File: src/verilog/opc_pkg.sv
// Constants, register map and field layout of the output and PWM control bank
package opc_pkg;

  // ----------------------------------------------------------------------
  // Clock
  // ----------------------------------------------------------------------
  localparam int unsigned CLK_MHZ = 125;
  localparam int unsigned CLK_HZ  = CLK_MHZ * 1000000;

  // ----------------------------------------------------------------------
  // Register indices (byte address = 4 * index)
  // ----------------------------------------------------------------------
  localparam int unsigned IDX_W      = 8;
  localparam logic [7:0]  IDX_GUARD  = 8'h20;
  localparam logic [7:0]  IDX_STATUS = 8'h21;
  localparam logic [7:0]  IDX_ROUTE  = 8'h27;
  localparam logic [7:0]  IDX_CCM    = 8'h2c;
  localparam logic [7:0]  IDX_OCR    = 8'h30;
  localparam logic [7:0]  IDX_REG2   = 8'h31;
  localparam logic [7:0]  IDX_DUTY0  = 8'h32;
  localparam logic [7:0]  IDX_DUTY4  = 8'h36;
  localparam logic [7:0]  IDX_FREQ   = 8'h37;
  localparam int unsigned REG_W      = 24;

  // ----------------------------------------------------------------------
  // Field positions
  // ----------------------------------------------------------------------
  localparam int unsigned GUARD_PUMP_BIT = 7;
  localparam int unsigned GUARD_SUPV_BIT = 6;
  localparam int unsigned ROUTE16_LSB    = 5;
  localparam int unsigned ROUTE45_LSB    = 3;
  localparam int unsigned PUMP_BIT       = 2;
  localparam int unsigned SUPV_BIT       = 1;
  localparam int unsigned TSD_BIT        = 20;
  localparam int unsigned CCM0_BIT       = 13;
  localparam int unsigned CCM_HI_LSB     = 0;
  localparam int unsigned CCM_HI_N       = 9;
  localparam int unsigned OCR_HS7_ON_LSB = 10;
  localparam int unsigned OCR_HS_ON_LSB  = 8;
  localparam int unsigned OCR_HB_ON_LSB  = 6;
  localparam int unsigned OCR_HS7_F_LSB  = 4;
  localparam int unsigned OCR_HS_F_LSB   = 2;
  localparam int unsigned OCR_HB_F_LSB   = 0;
  localparam int unsigned OCR_W          = 12;
  localparam int unsigned REG2_BIT       = 0;
  localparam int unsigned ODD_LSB        = 12;
  localparam int unsigned EVEN_LSB       = 0;
  localparam int unsigned DUTY_W         = 10;
  localparam int unsigned NCH            = 10;
  localparam int unsigned NPAIR          = 5;

  // ----------------------------------------------------------------------
  // Reset values and codes
  // ----------------------------------------------------------------------
  localparam logic [1:0]        ROUTE_OFF = 2'h0;
  localparam logic [OCR_W-1:0]  OCR_RST   = 12'h540;
  localparam logic [1:0]        GUARD_RST = 2'h2;
  localparam logic [DUTY_W-1:0] DUTY_MAX  = 10'h3ff;

  // ----------------------------------------------------------------------
  // Timing
  // ----------------------------------------------------------------------
  localparam int unsigned ON_US   [4] = '{88, 80, 72, 64};
  localparam int unsigned RATE_HZ [4] = '{1700, 2200, 3000, 4400};
  localparam int unsigned ON_W        = 14;
  localparam int unsigned PER_W       = 17;
  localparam int unsigned PWM_FAST_HZ = 200;
  localparam int unsigned PWM_STEPS   = 1024;
  localparam int unsigned STEP_CYC    = CLK_HZ / (PWM_FAST_HZ * PWM_STEPS);
  localparam int unsigned STEP_W      = 10;
  localparam logic [STEP_W-1:0] STEP_LAST = STEP_W'(STEP_CYC - 1);

  // ----------------------------------------------------------------------
  // Pin synchroniser slots
  // ----------------------------------------------------------------------
  localparam int unsigned SY_PWM16 = 0;
  localparam int unsigned SY_PWM45 = 1;
  localparam int unsigned SY_FAIL  = 2;
  localparam int unsigned SY_STBY  = 3;
  localparam int unsigned SY_LOW   = 4;
  localparam int unsigned SY_N     = 5;

endpackage

File: src/verilog/opc_output_pwm_ctrl.sv
// Output routing, pump, supervision, recovery timing and PWM control bank
// ------------------------------------------------------------------------
// Behaviour
// [RULE1] Route field 16: 00 off plus direction two, 01 bridge one, 10 six, 11 both.
// [RULE2] Route field 45: 00 off, 01 bridge four, 10 bridge five, 11 both.
// [RULE3] Pump runs while shutdown bit is 0, stops while it is 1.
// [RULE4] Setting pump shutdown only takes effect while its guard is 1.
// [RULE5] Supervision bit 0: watchdog off in standby only below load threshold.
// [RULE6] Setting supervision-off only takes effect while its config guard is 1.
// [RULE7] Cluster thermal warning and shutdown active only while enable bit is 1.
// [RULE8] One constant-current enable per high-side driver, bit 13 and bits 8..0.
// [RULE9] Driver seven recovery on-time: 88, 80 default, 72, 64 us.
// [RULE10] Blanking counts inside the programmed on-time, never added after.
// [RULE11] Bits 9:8 give on-time for drivers eight to ten and electrochromic.
// [RULE12] Bits 7:6 give on-time for the six half bridges, default 01.
// [RULE13] Driver seven recovery rate: 1.7, 2.2, 3.0, 4.4 kHz, default 1.7.
// [RULE14] Bits 3:2 give rate for drivers eight to ten and electrochromic.
// [RULE15] Bits 1:0 give rate for half bridges one to six.
// [RULE16] Second regulator tracks the first while mode bit is 0, else independent.
// [RULE17] Mode bit writes are ignored during fail-safe.
// [RULE18] Software should switch the second regulator off before changing mode.
// [RULE19] Five duty registers, each odd channel at 21:12, next channel at 9:0.
// [RULE20] On-time is n/1024 of the period; code zero keeps output off.
// [RULE21] Full on needs the output ON configuration, not a duty code.
// [RULE22] One rate bit per channel: 0 gives 100 Hz, 1 gives 200 Hz.
// [RULE23] Pump guard at bit 7 blocks setting shutdown when 0; default 1.
// [RULE24] 10-bit counter wraps every 1024 steps; duty changes only at wrap.
// [RULE25] Reserved bits read zero and writes to them are dropped.
// ------------------------------------------------------------------------
//
// Design decision made here: the APB interface to the registers.
`timescale 1ns/1ps
`default_nettype none

module opc_output_pwm_ctrl
  import opc_pkg::*;
#(
  parameter int unsigned ON_CYC  [4] = '{ON_US[0] * CLK_MHZ, ON_US[1] * CLK_MHZ,
                                         ON_US[2] * CLK_MHZ, ON_US[3] * CLK_MHZ},
  parameter int unsigned PER_CYC [4] = '{CLK_HZ / RATE_HZ[0], CLK_HZ / RATE_HZ[1],
                                         CLK_HZ / RATE_HZ[2], CLK_HZ / RATE_HZ[3]}
) (
  // Clock and reset
  input  wire logic              clk_i,
  input  wire logic              arst_n_i,
  // APB slave
  input  wire logic              psel_i,
  input  wire logic              penable_i,
  input  wire logic              pwrite_i,
  input  wire logic [9:0]        paddr_i,
  input  wire logic [31:0]       pwdata_i,
  output var  logic [31:0]       prdata_o,
  output var  logic              pready_o,
  output var  logic              pslverr_o,
  // Pins from the device core
  input  wire logic              pwm16_i,
  input  wire logic              pwm45_i,
  input  wire logic              fail_safe_i,
  input  wire logic              reg1_standby_i,
  input  wire logic              load_below_thr_i,
  // Bridge low-side gating
  output var  logic              half_bridge_one_ls_o,
  output var  logic              half_bridge_six_ls_o,
  output var  logic              half_bridge_four_ls_o,
  output var  logic              half_bridge_five_ls_o,
  output var  logic              direction_two_enable_o,
  // Supply and protection controls
  output var  logic              charge_pump_on_o,
  output var  logic              watchdog_disable_o,
  output var  logic              thermal_cluster_en_o,
  output var  logic [NCH-1:0]    const_current_en_o,
  output var  logic              reg2_independent_o,
  // Overcurrent recovery timing
  output var  logic [ON_W-1:0]   hs7_recovery_on_cyc_o,
  output var  logic [ON_W-1:0]   hs_group_recovery_on_cyc_o,
  output var  logic [ON_W-1:0]   bridge_recovery_on_cyc_o,
  output var  logic [PER_W-1:0]  hs7_recovery_per_cyc_o,
  output var  logic [PER_W-1:0]  hs_group_recovery_per_cyc_o,
  output var  logic [PER_W-1:0]  bridge_recovery_per_cyc_o,
  // PWM channels, channel one at bit 0
  output var  logic [NCH-1:0]    pwm_channel_o
);

  // ----------------------------------------------------------------------
  // Decoding helpers
  // ----------------------------------------------------------------------
  function automatic logic hit(input logic [9:0] a, input logic [7:0] idx);
    return a[9:2] == idx;
  endfunction

  function automatic logic [ON_W-1:0] on_cyc(input logic [1:0] code);
    return ON_W'(ON_CYC[code]);
  endfunction

  function automatic logic [PER_W-1:0] per_cyc(input logic [1:0] code);
    return PER_W'(PER_CYC[code]);
  endfunction

  // ----------------------------------------------------------------------
  // Pin synchronisers
  // ----------------------------------------------------------------------
  logic [SY_N-1:0] sync1_reg;
  logic [SY_N-1:0] sync2_reg;

  always_ff @(posedge clk_i or negedge arst_n_i) begin
    if (!arst_n_i) begin
      sync1_reg <= '0;
      sync2_reg <= '0;
    end else begin
      sync1_reg <= {load_below_thr_i, reg1_standby_i, fail_safe_i, pwm45_i, pwm16_i};
      sync2_reg <= sync1_reg;
    end
  end

  // ----------------------------------------------------------------------
  // APB handshake, one wait state
  // ----------------------------------------------------------------------
  logic             access;
  logic             wr_en;
  logic [7:0]       idx;
  logic [REG_W-1:0] rd_word;
  logic             rd_ok;

  assign access = psel_i && penable_i;
  assign wr_en  = access && pready_o && pwrite_i;
  assign idx    = paddr_i[9:2];

  // ----------------------------------------------------------------------
  // Register storage
  // ----------------------------------------------------------------------
  logic [1:0]        guard_reg;
  logic [1:0]        route16_reg;
  logic [1:0]        route45_reg;
  logic              pump_reg;
  logic              supv_reg;
  logic              tsd_reg;
  logic [NCH-1:0]    ccm_reg;
  logic [OCR_W-1:0]  ocr_reg;
  logic              reg2_reg;
  logic [NCH-1:0]    rate_reg;
  logic [DUTY_W-1:0] duty_reg [NCH];

  always_ff @(posedge clk_i or negedge arst_n_i) begin
    if (!arst_n_i) begin
      guard_reg <= GUARD_RST; // [RULE23]
    end else if (wr_en && hit(paddr_i, IDX_GUARD)) begin
      guard_reg <= {pwdata_i[GUARD_PUMP_BIT], pwdata_i[GUARD_SUPV_BIT]};
    end
  end

  always_ff @(posedge clk_i or negedge arst_n_i) begin
    if (!arst_n_i) begin
      route16_reg <= ROUTE_OFF;
      route45_reg <= ROUTE_OFF;
      pump_reg    <= 1'b0;
      supv_reg    <= 1'b0;
    end else if (wr_en && hit(paddr_i, IDX_ROUTE)) begin
      route16_reg <= pwdata_i[ROUTE16_LSB +: 2];
      route45_reg <= pwdata_i[ROUTE45_LSB +: 2];
      // Clearing always allowed, setting needs the guard
      if (!pwdata_i[PUMP_BIT] || guard_reg[1]) begin
        pump_reg <= pwdata_i[PUMP_BIT]; // [RULE4] [RULE23]
      end
      if (!pwdata_i[SUPV_BIT] || guard_reg[0]) begin
        supv_reg <= pwdata_i[SUPV_BIT]; // [RULE6]
      end
    end
  end

  always_ff @(posedge clk_i or negedge arst_n_i) begin
    if (!arst_n_i) begin
      tsd_reg <= 1'b0;
      ccm_reg <= '0;
    end else if (wr_en && hit(paddr_i, IDX_CCM)) begin
      tsd_reg <= pwdata_i[TSD_BIT];
      ccm_reg <= {pwdata_i[CCM0_BIT], pwdata_i[CCM_HI_LSB +: CCM_HI_N]}; // [RULE8]
    end
  end

  always_ff @(posedge clk_i or negedge arst_n_i) begin
    if (!arst_n_i) begin
      ocr_reg <= OCR_RST; // [RULE9] [RULE12]
    end else if (wr_en && hit(paddr_i, IDX_OCR)) begin
      ocr_reg <= pwdata_i[OCR_W-1:0];
    end
  end

  always_ff @(posedge clk_i or negedge arst_n_i) begin
    if (!arst_n_i) begin
      reg2_reg <= 1'b0;
    end else if (wr_en && hit(paddr_i, IDX_REG2) && !sync2_reg[SY_FAIL]) begin
      // No interlock against a running regulator; software must sequence it
      reg2_reg <= pwdata_i[REG2_BIT]; // [RULE17]
    end
  end

  always_ff @(posedge clk_i or negedge arst_n_i) begin
    if (!arst_n_i) begin
      rate_reg <= '0;
    end else if (wr_en && hit(paddr_i, IDX_FREQ)) begin
      rate_reg <= pwdata_i[NCH-1:0]; // [RULE22]
    end
  end

  for (genvar p = 0; p < NPAIR; p++) begin : g_duty
    always_ff @(posedge clk_i or negedge arst_n_i) begin
      if (!arst_n_i) begin
        duty_reg[2*p]   <= '0;
        duty_reg[2*p+1] <= '0;
      end else if (wr_en && hit(paddr_i, IDX_W'(IDX_DUTY0 + p))) begin
        duty_reg[2*p]   <= pwdata_i[ODD_LSB +: DUTY_W];  // [RULE19]
        duty_reg[2*p+1] <= pwdata_i[EVEN_LSB +: DUTY_W]; // [RULE19]
      end
    end
  end

  // ----------------------------------------------------------------------
  // Read decode
  // ----------------------------------------------------------------------
  always_comb begin
    logic [2:0] k;
    k       = 3'(idx - IDX_DUTY0);
    rd_word = '0; // [RULE25]
    rd_ok   = 1'b1;
    unique case (idx)
      IDX_GUARD: begin
        rd_word[GUARD_PUMP_BIT] = guard_reg[1];
        rd_word[GUARD_SUPV_BIT] = guard_reg[0];
      end
      IDX_STATUS: begin
        rd_word[3:0] = {charge_pump_on_o, watchdog_disable_o,
                        sync2_reg[SY_STBY], sync2_reg[SY_FAIL]};
      end
      IDX_ROUTE: begin
        rd_word[ROUTE16_LSB +: 2] = route16_reg;
        rd_word[ROUTE45_LSB +: 2] = route45_reg;
        rd_word[PUMP_BIT]         = pump_reg;
        rd_word[SUPV_BIT]         = supv_reg;
      end
      IDX_CCM: begin
        rd_word[TSD_BIT]                 = tsd_reg;
        rd_word[CCM0_BIT]                = ccm_reg[NCH-1];
        rd_word[CCM_HI_LSB +: CCM_HI_N]  = ccm_reg[CCM_HI_N-1:0];
      end
      IDX_OCR:  rd_word[OCR_W-1:0] = ocr_reg;
      IDX_REG2: rd_word[REG2_BIT]  = reg2_reg;
      IDX_FREQ: rd_word[NCH-1:0]   = rate_reg;
      default: begin
        if (idx >= IDX_DUTY0 && idx <= IDX_DUTY4) begin
          rd_word[ODD_LSB +: DUTY_W]  = duty_reg[{k, 1'b0}];
          rd_word[EVEN_LSB +: DUTY_W] = duty_reg[{k, 1'b1}];
        end else begin
          rd_ok = 1'b0;
        end
      end
    endcase
  end

  always_ff @(posedge clk_i or negedge arst_n_i) begin
    if (!arst_n_i) begin
      pready_o  <= 1'b0;
      pslverr_o <= 1'b0;
      prdata_o  <= '0;
    end else begin
      pready_o  <= access && !pready_o;
      pslverr_o <= access && !pready_o && !rd_ok;
      prdata_o  <= (access && !pready_o && !pwrite_i) ? {8'h00, rd_word} : '0;
    end
  end

  // ----------------------------------------------------------------------
  // PWM time base
  // ----------------------------------------------------------------------
  // One prescaler serves both rates; the slow counter steps every other tick
  logic [STEP_W-1:0] step_cnt_reg;
  logic              slow_phase_reg;
  logic [DUTY_W-1:0] cnt_fast_reg;
  logic [DUTY_W-1:0] cnt_slow_reg;
  logic              fast_tick;
  logic              slow_tick;
  logic              fast_wrap;
  logic              slow_wrap;

  assign fast_tick = step_cnt_reg == STEP_LAST;
  assign slow_tick = fast_tick && slow_phase_reg;
  assign fast_wrap = fast_tick && cnt_fast_reg == DUTY_MAX; // [RULE24]
  assign slow_wrap = slow_tick && cnt_slow_reg == DUTY_MAX; // [RULE24]

  always_ff @(posedge clk_i or negedge arst_n_i) begin
    if (!arst_n_i) begin
      step_cnt_reg   <= '0;
      slow_phase_reg <= 1'b0;
      cnt_fast_reg   <= '0;
      cnt_slow_reg   <= '0;
    end else begin
      step_cnt_reg <= fast_tick ? '0 : step_cnt_reg + 1'b1;
      if (fast_tick) begin
        slow_phase_reg <= !slow_phase_reg;
        cnt_fast_reg   <= cnt_fast_reg + 1'b1; // [RULE24]
      end
      if (slow_tick) begin
        cnt_slow_reg <= cnt_slow_reg + 1'b1; // [RULE24]
      end
    end
  end

  // ----------------------------------------------------------------------
  // PWM channels
  // ----------------------------------------------------------------------
  // Shadow copies stop a mid-period write from truncating a pulse
  logic [DUTY_W-1:0] duty_act_reg [NCH];
  logic [NCH-1:0]    rate_act_reg;

  for (genvar c = 0; c < NCH; c++) begin : g_chan
    logic              wrap;
    logic [DUTY_W-1:0] cnt;
    assign wrap = rate_act_reg[c] ? fast_wrap : slow_wrap;
    assign cnt  = rate_act_reg[c] ? cnt_fast_reg : cnt_slow_reg;

    always_ff @(posedge clk_i or negedge arst_n_i) begin
      if (!arst_n_i) begin
        duty_act_reg[c]  <= '0;
        rate_act_reg[c]  <= 1'b0;
        pwm_channel_o[c] <= 1'b0;
      end else begin
        if (wrap) begin
          duty_act_reg[c] <= duty_reg[c]; // [RULE24]
          rate_act_reg[c] <= rate_reg[c]; // [RULE22]
        end
        // Code n is high for n of 1024 steps, so never fully on
        pwm_channel_o[c] <= cnt < duty_act_reg[c]; // [RULE20]
      end
    end
  end

  // ----------------------------------------------------------------------
  // Control outputs
  // ----------------------------------------------------------------------
  always_ff @(posedge clk_i or negedge arst_n_i) begin
    if (!arst_n_i) begin
      half_bridge_one_ls_o   <= 1'b0;
      half_bridge_six_ls_o   <= 1'b0;
      half_bridge_four_ls_o  <= 1'b0;
      half_bridge_five_ls_o  <= 1'b0;
      direction_two_enable_o <= 1'b1;
      charge_pump_on_o       <= 1'b1;
      watchdog_disable_o     <= 1'b0;
      thermal_cluster_en_o   <= 1'b0;
      const_current_en_o     <= '0;
      reg2_independent_o     <= 1'b0;
    end else begin
      half_bridge_one_ls_o   <= route16_reg[0] && sync2_reg[SY_PWM16]; // [RULE1]
      half_bridge_six_ls_o   <= route16_reg[1] && sync2_reg[SY_PWM16]; // [RULE1]
      direction_two_enable_o <= route16_reg == ROUTE_OFF;              // [RULE1]
      half_bridge_four_ls_o  <= route45_reg[0] && sync2_reg[SY_PWM45]; // [RULE2]
      half_bridge_five_ls_o  <= route45_reg[1] && sync2_reg[SY_PWM45]; // [RULE2]
      charge_pump_on_o       <= !pump_reg;                             // [RULE3]
      watchdog_disable_o     <= sync2_reg[SY_STBY]
                                && (supv_reg || sync2_reg[SY_LOW]);    // [RULE5]
      thermal_cluster_en_o   <= tsd_reg;                               // [RULE7]
      const_current_en_o     <= ccm_reg;                               // [RULE8]
      reg2_independent_o     <= reg2_reg;                              // [RULE16]
    end
  end

  // Figures already include blanking; the driver starts counting at turn-on
  always_ff @(posedge clk_i or negedge arst_n_i) begin
    if (!arst_n_i) begin
      hs7_recovery_on_cyc_o       <= '0;
      hs_group_recovery_on_cyc_o  <= '0;
      bridge_recovery_on_cyc_o    <= '0;
      hs7_recovery_per_cyc_o      <= '0;
      hs_group_recovery_per_cyc_o <= '0;
      bridge_recovery_per_cyc_o   <= '0;
    end else begin
      hs7_recovery_on_cyc_o       <= on_cyc(ocr_reg[OCR_HS7_ON_LSB +: 2]); // [RULE9] [RULE10]
      hs_group_recovery_on_cyc_o  <= on_cyc(ocr_reg[OCR_HS_ON_LSB +: 2]);  // [RULE11]
      bridge_recovery_on_cyc_o    <= on_cyc(ocr_reg[OCR_HB_ON_LSB +: 2]);  // [RULE12]
      hs7_recovery_per_cyc_o      <= per_cyc(ocr_reg[OCR_HS7_F_LSB +: 2]); // [RULE13]
      hs_group_recovery_per_cyc_o <= per_cyc(ocr_reg[OCR_HS_F_LSB +: 2]);  // [RULE14]
      bridge_recovery_per_cyc_o   <= per_cyc(ocr_reg[OCR_HB_F_LSB +: 2]);  // [RULE15]
    end
  end

endmodule // opc_output_pwm_ctrl

`default_nettype wire

File: config.mk
export PLATFORM = sky130hd
export DESIGN_NAME = opc_output_pwm_ctrl
export DESIGN_NICKNAME = d
export VERILOG_FILES = /design/src/verilog/opc_pkg.sv /design/src/verilog/opc_output_pwm_ctrl.sv
export SDC_FILE = /design/constraint.sdc
export NUM_CORES = 1
export LEC_CHECK = 0
export BUFFER_PORTS_ARGS = -buffer_cell sky130_fd_sc_hd__buf_2
export CELL_PAD_IN_SITES_DETAIL_PLACEMENT = 0
export CELL_PAD_IN_SITES_GLOBAL_PLACEMENT = 2
export CORE_UTILIZATION = 40
export DETAILED_ROUTE_END_ITERATION = 6
export PLACE_DENSITY_LB_ADDON = 0.1
export SLEW_MARGIN = 20
export SYNTH_ARGS = -nofsm -noshare
export SYNTH_HDL_FRONTEND = slang
export SYNTH_SLANG_ARGS = --single-unit
File: constraint.sdc
create_clock -name clk_i -period 3.1 [get_ports clk_i]
set_clock_uncertainty 0.2 [all_clocks]
set_input_delay 0.62 -clock clk_i [delete_from_list [all_inputs] [get_ports clk_i]]
set_output_delay 0.62 -clock clk_i [all_outputs]
set_load 0.01 [all_outputs]
==> impl_metrics.toml, run 1 <==
[sta]
hold_violations = 0
drv_slew = 0
fin_tns_setup_ps = 0
fmax_ghz = 0.381
max_slew.worst_pin.slew_ps = 722
min_period_ps = 2620
rsz0062_at_grt = "false"
finalCritPeriodShare_pct = 84.6
timing.slew.headroom_pct = 51.3
setup_viol = 0

[die]
row_count = 81
dieArea_mm2 = 0.0506
die_y_um = 225
initial_utilization_pct = 40.6
ios = 208
core_area_mm2 = 0.0490
die-width_um = 225

[critical_path]
cp_cell_sequence = "and3_1 -> nand4_1 -> buf_4 -> mux2i_4 -> mux2_2"
crit_path_top_delay_cell = "dfrtp_1"
critPathArrivalTime_ps = 2890
crit_fanout = 13
end_kind = "flop"
start_kind = "flop"
max_stage_delay_ps = 800
worstPathRequired_ps = 3370
rr_worst_depth = 5
criticalPathCategory = "flop to flop"

[yosys]
yosys.area.top_type = "dfrtp_1"
postSynthAreaPerCell_um2 = 12.1
synth_area_mm2 = 0.0199
yosys-top-cells-area = "dfrtp_1 49%, mux2_2 17%, ha_1 7.7%, inv_1 2.7%, buf_4 2.0%"
synth.most_common_cell = "dfrtp_1"
ys_ff_latch = 398
ys_types = 56
synthTopCellsByCount = "392 x dfrtp_1, 308 x mux2_2, 145 x inv_1"
synth_top_area_share_pct = 49.4
synth_flop_cell = "dfrtp_1"
synth_warnings = 0
netlist_instances = 1648
yosysSeqAreaShare_pct = 50.2
synthArstFlopShare_pct = 100
synth_edf_count = 0

[clock_network]
htree_levels = 2
worstSkewPairLatency_ps = 590
cts_resized = 0
clock_sinks = 398
clockRootBuffer = "clkbuf_16"
cts_buffers = 47
cts.reportedPaths.clkPinSlew_ps = 60
cts_setup_buffers = 0
cts_buffer_depth = 3
cts_tree = "done"

[routing]
drc = 0
wirelength_um = 56000
first_pass_iters = 4
drt_iter0_drc = 694
post_drt_wl_per_cell_um = 22.1
vias_per_cell = 5.13
detail-route-antenna-nets = 0
vias = 13000

[power]
peakVddDrop_mv = 0.391
internal-power_w = 0.00851
power.leakage_nw = 11.4
p_seq_share_pct = 47.5
power_switching_w = 0.00250
powerDensity_mw_per_mm2 = 476
power_frac_clock_pct = 48.7
power.total_w = 0.0110
netSwitchingFraction_pct = 22.7
comb_power_share_pct = 3.7

[global_route]
grtUsageTotal_pct = 22.8
grt_pass1_wl_um = 84900
grt_max_degree = 67
grt_pass1_vias = 13400
grt-ovfl-total = 0
antenna_found_initial = 2

[flow_run]
max_cap_violations = 0

[finish]
layout-drive-gt1-share_pct = 35.9
nets = 2005
area_delta_synth_final_pct = 16.5

[placement]
io_buffers = 173
dp_hpwl_um = 39600
place_congestion = 0.811

[outcome]
status = "finished clean"

[hold_path]
hold_path.class = "input pin to flop"
holdPathStages = 3
==> metrics by stage <==
stage	hold slack, ps	utilization, %	instances	area [µm²]	setup WS, ps
finish	44.5	47.3	2529	23200	477
CTS	9.67	47.3	2528	23200	439
detailed placement	137	44.1	2440	21600	262
global placement	133	44.1	2440	21600	288
floorplan	124	-	1669	20000	572
global route	33.4	47.3	2528	23200	337
==> final timing paths <==
kind / slack [ps] / start / to
max in group asynchronous: 1510 / arst_n_i / duty_act_reg[34]$_DFFE_PN0P_
min reg2reg: 150 / sync1_reg[0]$_DFF_PN0_ / sync2_reg[0]$_DFF_PN0_
max: 480 / cnt_slow_reg[2]$_DFFE_PN0P_ / duty_act_reg[68]$_DFFE_PN0P_
max reg2reg: 480 / cnt_slow_reg[2]$_DFFE_PN0P_ / duty_act_reg[68]$_DFFE_PN0P_
min: 40 / pwdata_i[11] / ocr_reg[11]$_DFFE_PN0P_
min in group asynchronous: 400 / arst_n_i / bridge_recovery_on_cyc_o[9]$_DFF_PN0_
==> power by group through the flow <==
stage               clock network (W)  registers, W  logic, W
global route                  0.00573       0.00523  0.000453
floorplan                           0       0.00533  0.000149
global placement                    0       0.00533  0.000411
CTS                           0.00552       0.00523  0.000421
finish                        0.00536       0.00524  0.000411
detailed placement                  0       0.00533  0.000413
==> kinds of logic after synthesis <==
kind of cell	count (synthesis)	synth area share, %
adders and majority gates	122	7.68
muxes	377	22.1
buffers and inverters	281	6.47
DFF	398	50.2
AOI/OAI and AO/OA	185	6.14
and+or+nand+nor	256	6.26
xor gates and xnor gates	27	1.19
other	2	0.0378
==> worst max-delay path, delay by kind of cell, from the launching register on <==
kind          cells  cell delay [ps]
mux               2              830
simple gates      2              400
buf+inv           1              280
flops             1              800
==> cells in the final DEF (no fill, tap or decap), types with 5 or more instances in the layout <==
master         netlist  layout
nor3_1              20      19
nor2_1              55      55
ha_1               122     122
a21oi_1             28      28
o22ai_1              6       6
o21ai_0             47      47
buf_4               53      59
nand2_1             95      95
clkbuf_8             0      11
and2_1               6       6
buf_2               14     172
xor2_1               6       6
xnor2_1             21      21
mux2_4              20      20
a22oi_1             18      18
a211oi_1            21      21
nand3_1             27      27
conb_1               2      23
o211ai_1            14      14
dfrtp_1            392     392
a31oi_1              7       7
dlygate4sd3_1        0       6
a21o_1              16      16
inv_1              145     145
nand4_1              8       8
clkbuf_1            61      15
nor4_1               6       5
buf_12               0      11
a221oi_1             6       6
clkbuf_16            0      48
o221ai_1            10      10
a22o_1               5       5
and3_1               9       9
mux2_2             308     308
dfstp_2              6       6
or2_2                5       5
mux2i_1             39      39
mux2i_4             10      10
==> area by class of cell <==
cell class	count	area (µm²)
antenna	1	2.50
clock buffer	74	1410
clock inverter	8	82.6
fill	4625	25800
inverter	145	544
multi-input combinational	990	8720
sequential	398	9970
tap	664	831
timing repair buffer	249	1600
==> metal layers <==
| layer | routed length (µm) | part of all wire (%) | global-route usage (%) |
|---|---|---|---|
| met4 | 1030 | 1.8 | 5.95 |
| met5 | 13 | 0.023 | 0 |
| met1 | 26800 | 48 | 32.8 |
| met3 | 2530 | 4.5 | 3.96 |
| met2 | 25600 | 46 | 35.3 |
==> repair_timing <==
action,4_1_cts,5_1_grt
endpoints found under the hold margin,56,0
hold buffers,6,0
endpoints found under the setup margin,0,0
Power figures use the tool's default switching activity.
==> inputs of run 2 (changes only) <==
clock period = 2.75 ns   (was 3.1 ns; I/O delays follow)
==> impl_metrics.toml, run 2 (synthesis results as in run 1) <==
[outcome]
status = "finished clean"

[routing]
post_drt_wl_per_cell_um = 21.9
wirelength_um = 56500
first_pass_iters = 4
drt_iter0_drc = 689
detail-route-antenna-nets = 0
vias = 13100
vias_per_cell = 5.11
drc = 0

[clock_network]
cts.reportedPaths.clkPinSlew_ps = 60
htree_levels = 2
cts_resized = 0
clockRootBuffer = "clkbuf_16"
cts_buffers = 47
clock_sinks = 398
worstSkewPairLatency_ps = 580
cts_tree = "done"
cts_buffer_depth = 3

[die]
dieArea_mm2 = 0.0506
initial_utilization_pct = 40.6
ios = 208
die_y_um = 225
row_count = 81
core_area_mm2 = 0.0490
die-width_um = 225

[sta]
holdWs_ps = 83.0
setup_viol = 0
fmax_ghz = 0.390
timing.slew.headroom_pct = 51.8
hold_violations = 0
max_slew.worst_pin.slew_ps = 723
min_period_ps = 2560
finalCritPeriodShare_pct = 93.2
drv_slew = 0
rsz0062_at_grt = "false"

[critical_path]
cp_cell_sequence = "nor3_1 -> and4bb_2 -> nand4_2 -> buf_4 -> mux2i_4 -> mux2_2"
r2r_slack_ps = 190
rr_worst_depth = 6
max_stage_delay_ps = 430
reg2reg_to = "duty_act_reg[62]$_DFFE_PN0P_"
crit_fanout = 18
critPathArrivalTime_ps = 2830
end_kind = "flop"
r2r_start = "step_cnt_reg[3]$_DFF_PN0_"
crit_family = "multiplexers"
crit_buf_inv = 1
start_kind = "flop"
worstPathRequired_ps = 3010
crit_path_top_delay_cell = "dfrtp_1"
criticalPathCategory = "flop to flop"

[global_route]
grtUsageTotal_pct = 22.7
grt-ovfl-total = 0
grt_pass1_vias = 13400
antenna_found_initial = 1
grt_max_degree = 64
grt_pass1_wl_um = 85200

[placement]
place_area_mm2 = 0.0219
place_congestion = 0.818
dp_hpwl_um = 40500
io_buffers = 173

[finish]
final_cell_mix = "392 x dfrtp_1, 308 x mux2_2, 172 x buf_2"
finalCoreUtilization_pct = 48.3
fin_area_mm2 = 0.0236
nets = 2047
n_fill_cell = 4580
area_delta_synth_final_pct = 19.0
final_common_cell = "dfrtp_1"
layout-drive-gt1-share_pct = 37.3

[power]
power.leakage_nw = 11.6
peakVddDrop_mv = 0.422
powerDensity_mw_per_mm2 = 541

[hold_path]
hp-start = "penable_i"
holdPathStages = 3
hold_path.class = "input pin to flop"
hold_path_end = "pready_o$_DFF_PN0_"

[flow_run]
max_cap_violations = 0
==> run 2: per-stage QoR <==
step | total power (W) | TNS [ps] | std cells | worst slack, ps
floorplan | 0.00617 | 0 | 1669 | 287
global placement | 0.00649 | -45.7 | 2473 | -45.7
detailed placement | 0.00649 | -1.79 | 2473 | -1.79
CTS | 0.0130 | 0 | 2565 | 70.3
global route | 0.0132 | 0 | 2572 | 4.48
finish | 0.0128 | 0 | 2574 | 186
==> run 2: how the worst max path moves through the flow <==
stage	endpoint	cells after the start	from	slack (ps)
after floorplan	pwm_channel_o[4]$_DFF_PN0_	8	rate_act_reg[4]$_DFFE_PN0P_	290
after global placement	prdata_o[14]$_DFF_PN0_	7	paddr_i[9]	-50
after detailed placement	prdata_o[14]$_DFF_PN0_	7	paddr_i[9]	-2
after CTS	duty_act_reg[94]$_DFFE_PN0P_	6	step_cnt_reg[3]$_DFF_PN0_	70
after global routing	duty_act_reg[42]$_DFFE_PN0P_	6	step_cnt_reg[3]$_DFF_PN0_	4
final	duty_act_reg[62]$_DFFE_PN0P_	6	step_cnt_reg[3]$_DFF_PN0_	190
==> run 2: worst min-delay path, cell delays in order <==
cell and delay [ps]:
buf_2 100, nand2_1 120, nor2_1 50
==> run 2: cell type report <==
type,count,area (µm²),share of cell area (%)
Sequential cell,398,9970,42.2
Multi-Input combinational cell,990,8720,36.9
Timing Repair Buffer,291,1990,8.44
Clock buffer,71,1370,5.79
Tap cell,664,831,3.51
Inverter,145,544,2.30
Clock inverter,13,211,0.895
Antenna cell,2,5.00,0.0212
==> run 2: repair_timing <==
item / CTS / global route
hold buffers: 8 / 0
endpoints found under the hold margin: 45 / 0
setup buffers: 0 / 7
endpoints found under the setup margin: 0 / 34
==> run 2: power breakdown <==
part | internal (W) | switching [W] | leakage, nW
Sequential | 0.00588 | 0.0000165 | 5.28
Combinational | 0.000144 | 0.000345 | 5.57
Clock | 0.00389 | 0.00250 | 0.769
==> run 2: metal layers <==
layer,global-route usage (%),wire length (µm),up-vias
met4,6.47,1210,0
met5,0,0,-
met2,34.2,25400,236
met1,33.3,27200,6733
met3,4.17,2630,73
li1,-,-,6104
==> inputs of run 3 (changes only) <==
ABC_AREA = 1   (was not set)
CORE_UTILIZATION = 36   (was 40)
==> impl_metrics.toml, run 3 <==
[clock_network]
htree_levels = 2
cts_buffer_depth = 3
clock_sinks = 398
worstSkewPairLatency_ps = 600
cts.reportedPaths.clkPinSlew_ps = 50
cts_tree = "done"
clockRootBuffer = "clkbuf_16"
cts_resized = 0
cts_buffers = 47

[finish]
final_common_cell = "nand2_1"
area_delta_synth_final_pct = 17.6
final_cell_mix = "760 x nand2_1, 392 x dfrtp_1, 252 x o21ai_0"
layout-drive-gt1-share_pct = 15.0
finalCoreUtilization_pct = 42.9
n_fill_cell = 5620
nets = 2800

[critical_path]
crit_path_top_delay_cell = "dfrtp_1"
critPathArrivalTime_ps = 2680
r2r_start = "step_cnt_reg[1]$_DFF_PN0_"
start_kind = "flop"
path_common_cell = "nand2_1"
max_stage_delay_ps = 410
startpoint = "step_cnt_reg[1]$_DFF_PN0_"
rr_worst_depth = 10
reg2reg_to = "duty_act_reg[5]$_DFFE_PN0P_"
crit_end = "duty_act_reg[5]$_DFFE_PN0P_"
r2r_slack_ps = 380
end_kind = "flop"
worstPathRequired_ps = 3060
cp_cell_sequence = "inv_1 -> ha_1 -> inv_1 -> nor3_2 -> nand3_4 -> nor2_8 -> nand3b_1 -> nand2_1 -> nand2_1 -> nand2_1"
criticalPathCategory = "flop to flop"
crit_fanout = 17

[placement]
place_congestion = 0.831
dp_hpwl_um = 47100
place_ws_ps = 166
io_buffers = 173

[yosys]
synth_warnings = 0
postSynthAreaPerCell_um2 = 8.23
synth_top_family_by_area = "simple AND/OR/NAND/NOR gates"
synth-adder-area-share_pct = 7.59
yosys-top-cells-area = "dfrtp_1 49%, nand2_1 14%, ha_1 7.6%, o21ai_0 6.3%, inv_1 4.5%"
ys_types = 41
synth_compound_gate_area_share_pct = 9.12
ys_ff_latch = 398
synth.most_common_cell = "nand2_1"
synth_edf_count = 0
synth_area_mm2 = 0.0201
synth_xor_area_share_pct = 0.958
synthTopCellsByCount = "760 x nand2_1, 392 x dfrtp_1, 252 x o21ai_0"
netlist_instances = 2446
yosys.area.top_type = "dfrtp_1"
synthArstFlopShare_pct = 100
synth_top_area_share_pct = 48.8
yosysSeqAreaShare_pct = 49.5
synth-simple-area-share_pct = 23.5
synth_flop_cell = "dfrtp_1"
synthMuxAreaShare_pct = 0

[die]
ios = 208
die_y_um = 238
initial_utilization_pct = 36.4
row_count = 86
core_area_mm2 = 0.0552
dieArea_mm2 = 0.0568
die-width_um = 238

[sta]
min_period_ps = 2370
drv_slew = 0
rsz0062_at_grt = "false"
fin_tns_setup_ps = 0
max_slew.worst_pin.slew_ps = 686
hold_violations = 0
setup_viol = 0
timing.slew.headroom_pct = 54.3
setup_ws_ps = 384
fmax_ghz = 0.423
finalCritPeriodShare_pct = 86.0

[global_route]
grt_max_degree = 61
grt_pass1_wl_um = 97200
grt_pass1_vias = 15700
grt-ovfl-total = 0
use_met2_pct = 36.6
busiest_layer = "met2"
antenna_found_initial = 2
grtUsageTotal_pct = 22.8
grt_use_met3_pct = 2.73
use_met1_pct = 32.4

[flow_run]
max_cap_violations = 0

[outcome]
status = "finished clean"

[power]
netSwitchingFraction_pct = 23.1
peakVddDrop_mv = 0.487
power_frac_clock_pct = 49.7
p_seq_share_pct = 46.1
power_switching_w = 0.00296
power.leakage_nw = 11.9
power.total_w = 0.0128
powerDensity_mw_per_mm2 = 542
internal-power_w = 0.00985
comb_power_share_pct = 4.3

[hold_path]
hold_path.class = "input pin to flop"

[routing]
first_pass_iters = 7
vias_per_cell = 4.72
detail-route-antenna-nets = 0
drc = 0
wirelength_um = 63700
drt_iter0_drc = 933
vias = 16100
post_drt_wl_per_cell_um = 18.7
## run 3: changes by cell type after synthesis, moves of 16 or more
cell	delta
a211oi_1	-19
a21o_1	-16
a21oi_1	+38
a22oi_1	-18
inv_1	+94
mux2_2	-308
mux2_4	-20
mux2i_1	-39
nand2_1	+665
nand3_1	+113
nor2_1	+89
o21ai_0	+205
xnor2_1	-18
## run 3: worst max-delay path: cells and delay by family, from the launching register on
| family | cells | cell delay [ps] |
|---|---|---|
| adders and majority gates | 1 | 130 |
| DFF | 1 | 410 |
| buffers and inverters | 2 | 120 |
| and+or+nand+nor | 7 | 1430 |
## run 3: cell type report
cell class | count | area (µm²) | area share [%]
Clock buffer | 73 | 1460 | 6.15
Tap cell | 748 | 936 | 3.96
Multi-Input combinational cell | 1656 | 8370 | 35.4
Sequential cell | 398 | 9970 | 42.1
Clock inverter | 12 | 131 | 0.555
Antenna cell | 1 | 2.50 | 0.0106
Timing Repair Buffer | 276 | 1860 | 7.86
Inverter | 247 | 928 | 3.92
## run 3: worst min-delay path by stage
stage	cells after the start	to	from
5_1_grt	3	pready_o$_DFF_PN0_	psel_i
3_3_place_gp	0	sync2_reg[0]$_DFF_PN0_	sync1_reg[0]$_DFF_PN0_
3_5_place_dp	0	sync2_reg[3]$_DFF_PN0_	sync1_reg[3]$_DFF_PN0_
2_1_floorplan	0	bridge_recovery_on_cyc_o[10]$_DFF_PN0_	arst_n_i
4_1_cts	3	pready_o$_DFF_PN0_	psel_i
6_report	3	pready_o$_DFF_PN0_	psel_i
## run 3: repair_timing
| item | in CTS | in global routing |
|---|---|---|
| hold endpoints to repair | 51 | 0 |
| hold buffers | 9 | 0 |
| buffers inserted | 0 | 0 |
## run 3: routing by layer
| layer | vias up | wire [µm] |
|---|---|---|
| li1 | 8069 | - |
| met1 | 7663 | 30500 |
| met2 | 313 | 29500 |
| met3 | 69 | 2480 |
| met4 | 0 | 1250 |
| met5 | - | 0 |
## run 3: cells by family after synthesis
kind of cell,Yosys count
and+or+nand+nor,1133
buffers and inverters,413
DFF,398
AOI/OAI and AO/OA,356
adders and majority gates,122
xor gates and xnor gates,22
other,2
## run 3: stage by stage
step	std cells	hold WS, ps	area [µm²]
5_1_grt	3411	27.8	23700
3_3_place_gp	3316	133	22000
4_1_cts	3410	0.605	23700
2_1_floorplan	2467	54.4	20200
3_5_place_dp	3316	135	22000
6_report	3411	28.8	23700
## run 3: power groups by stage
| stage | Combinational, W | Sequential, W | Clock, W |
|---|---|---|---|
| floorplan | 0.000226 | 0.00600 | 0 |
| global placement | 0.000548 | 0.00600 | 0 |
| detailed placement | 0.000550 | 0.00600 | 0 |
| CTS | 0.000562 | 0.00590 | 0.00654 |
| global route | 0.000609 | 0.00590 | 0.00676 |
| finish | 0.000546 | 0.00590 | 0.00636 |
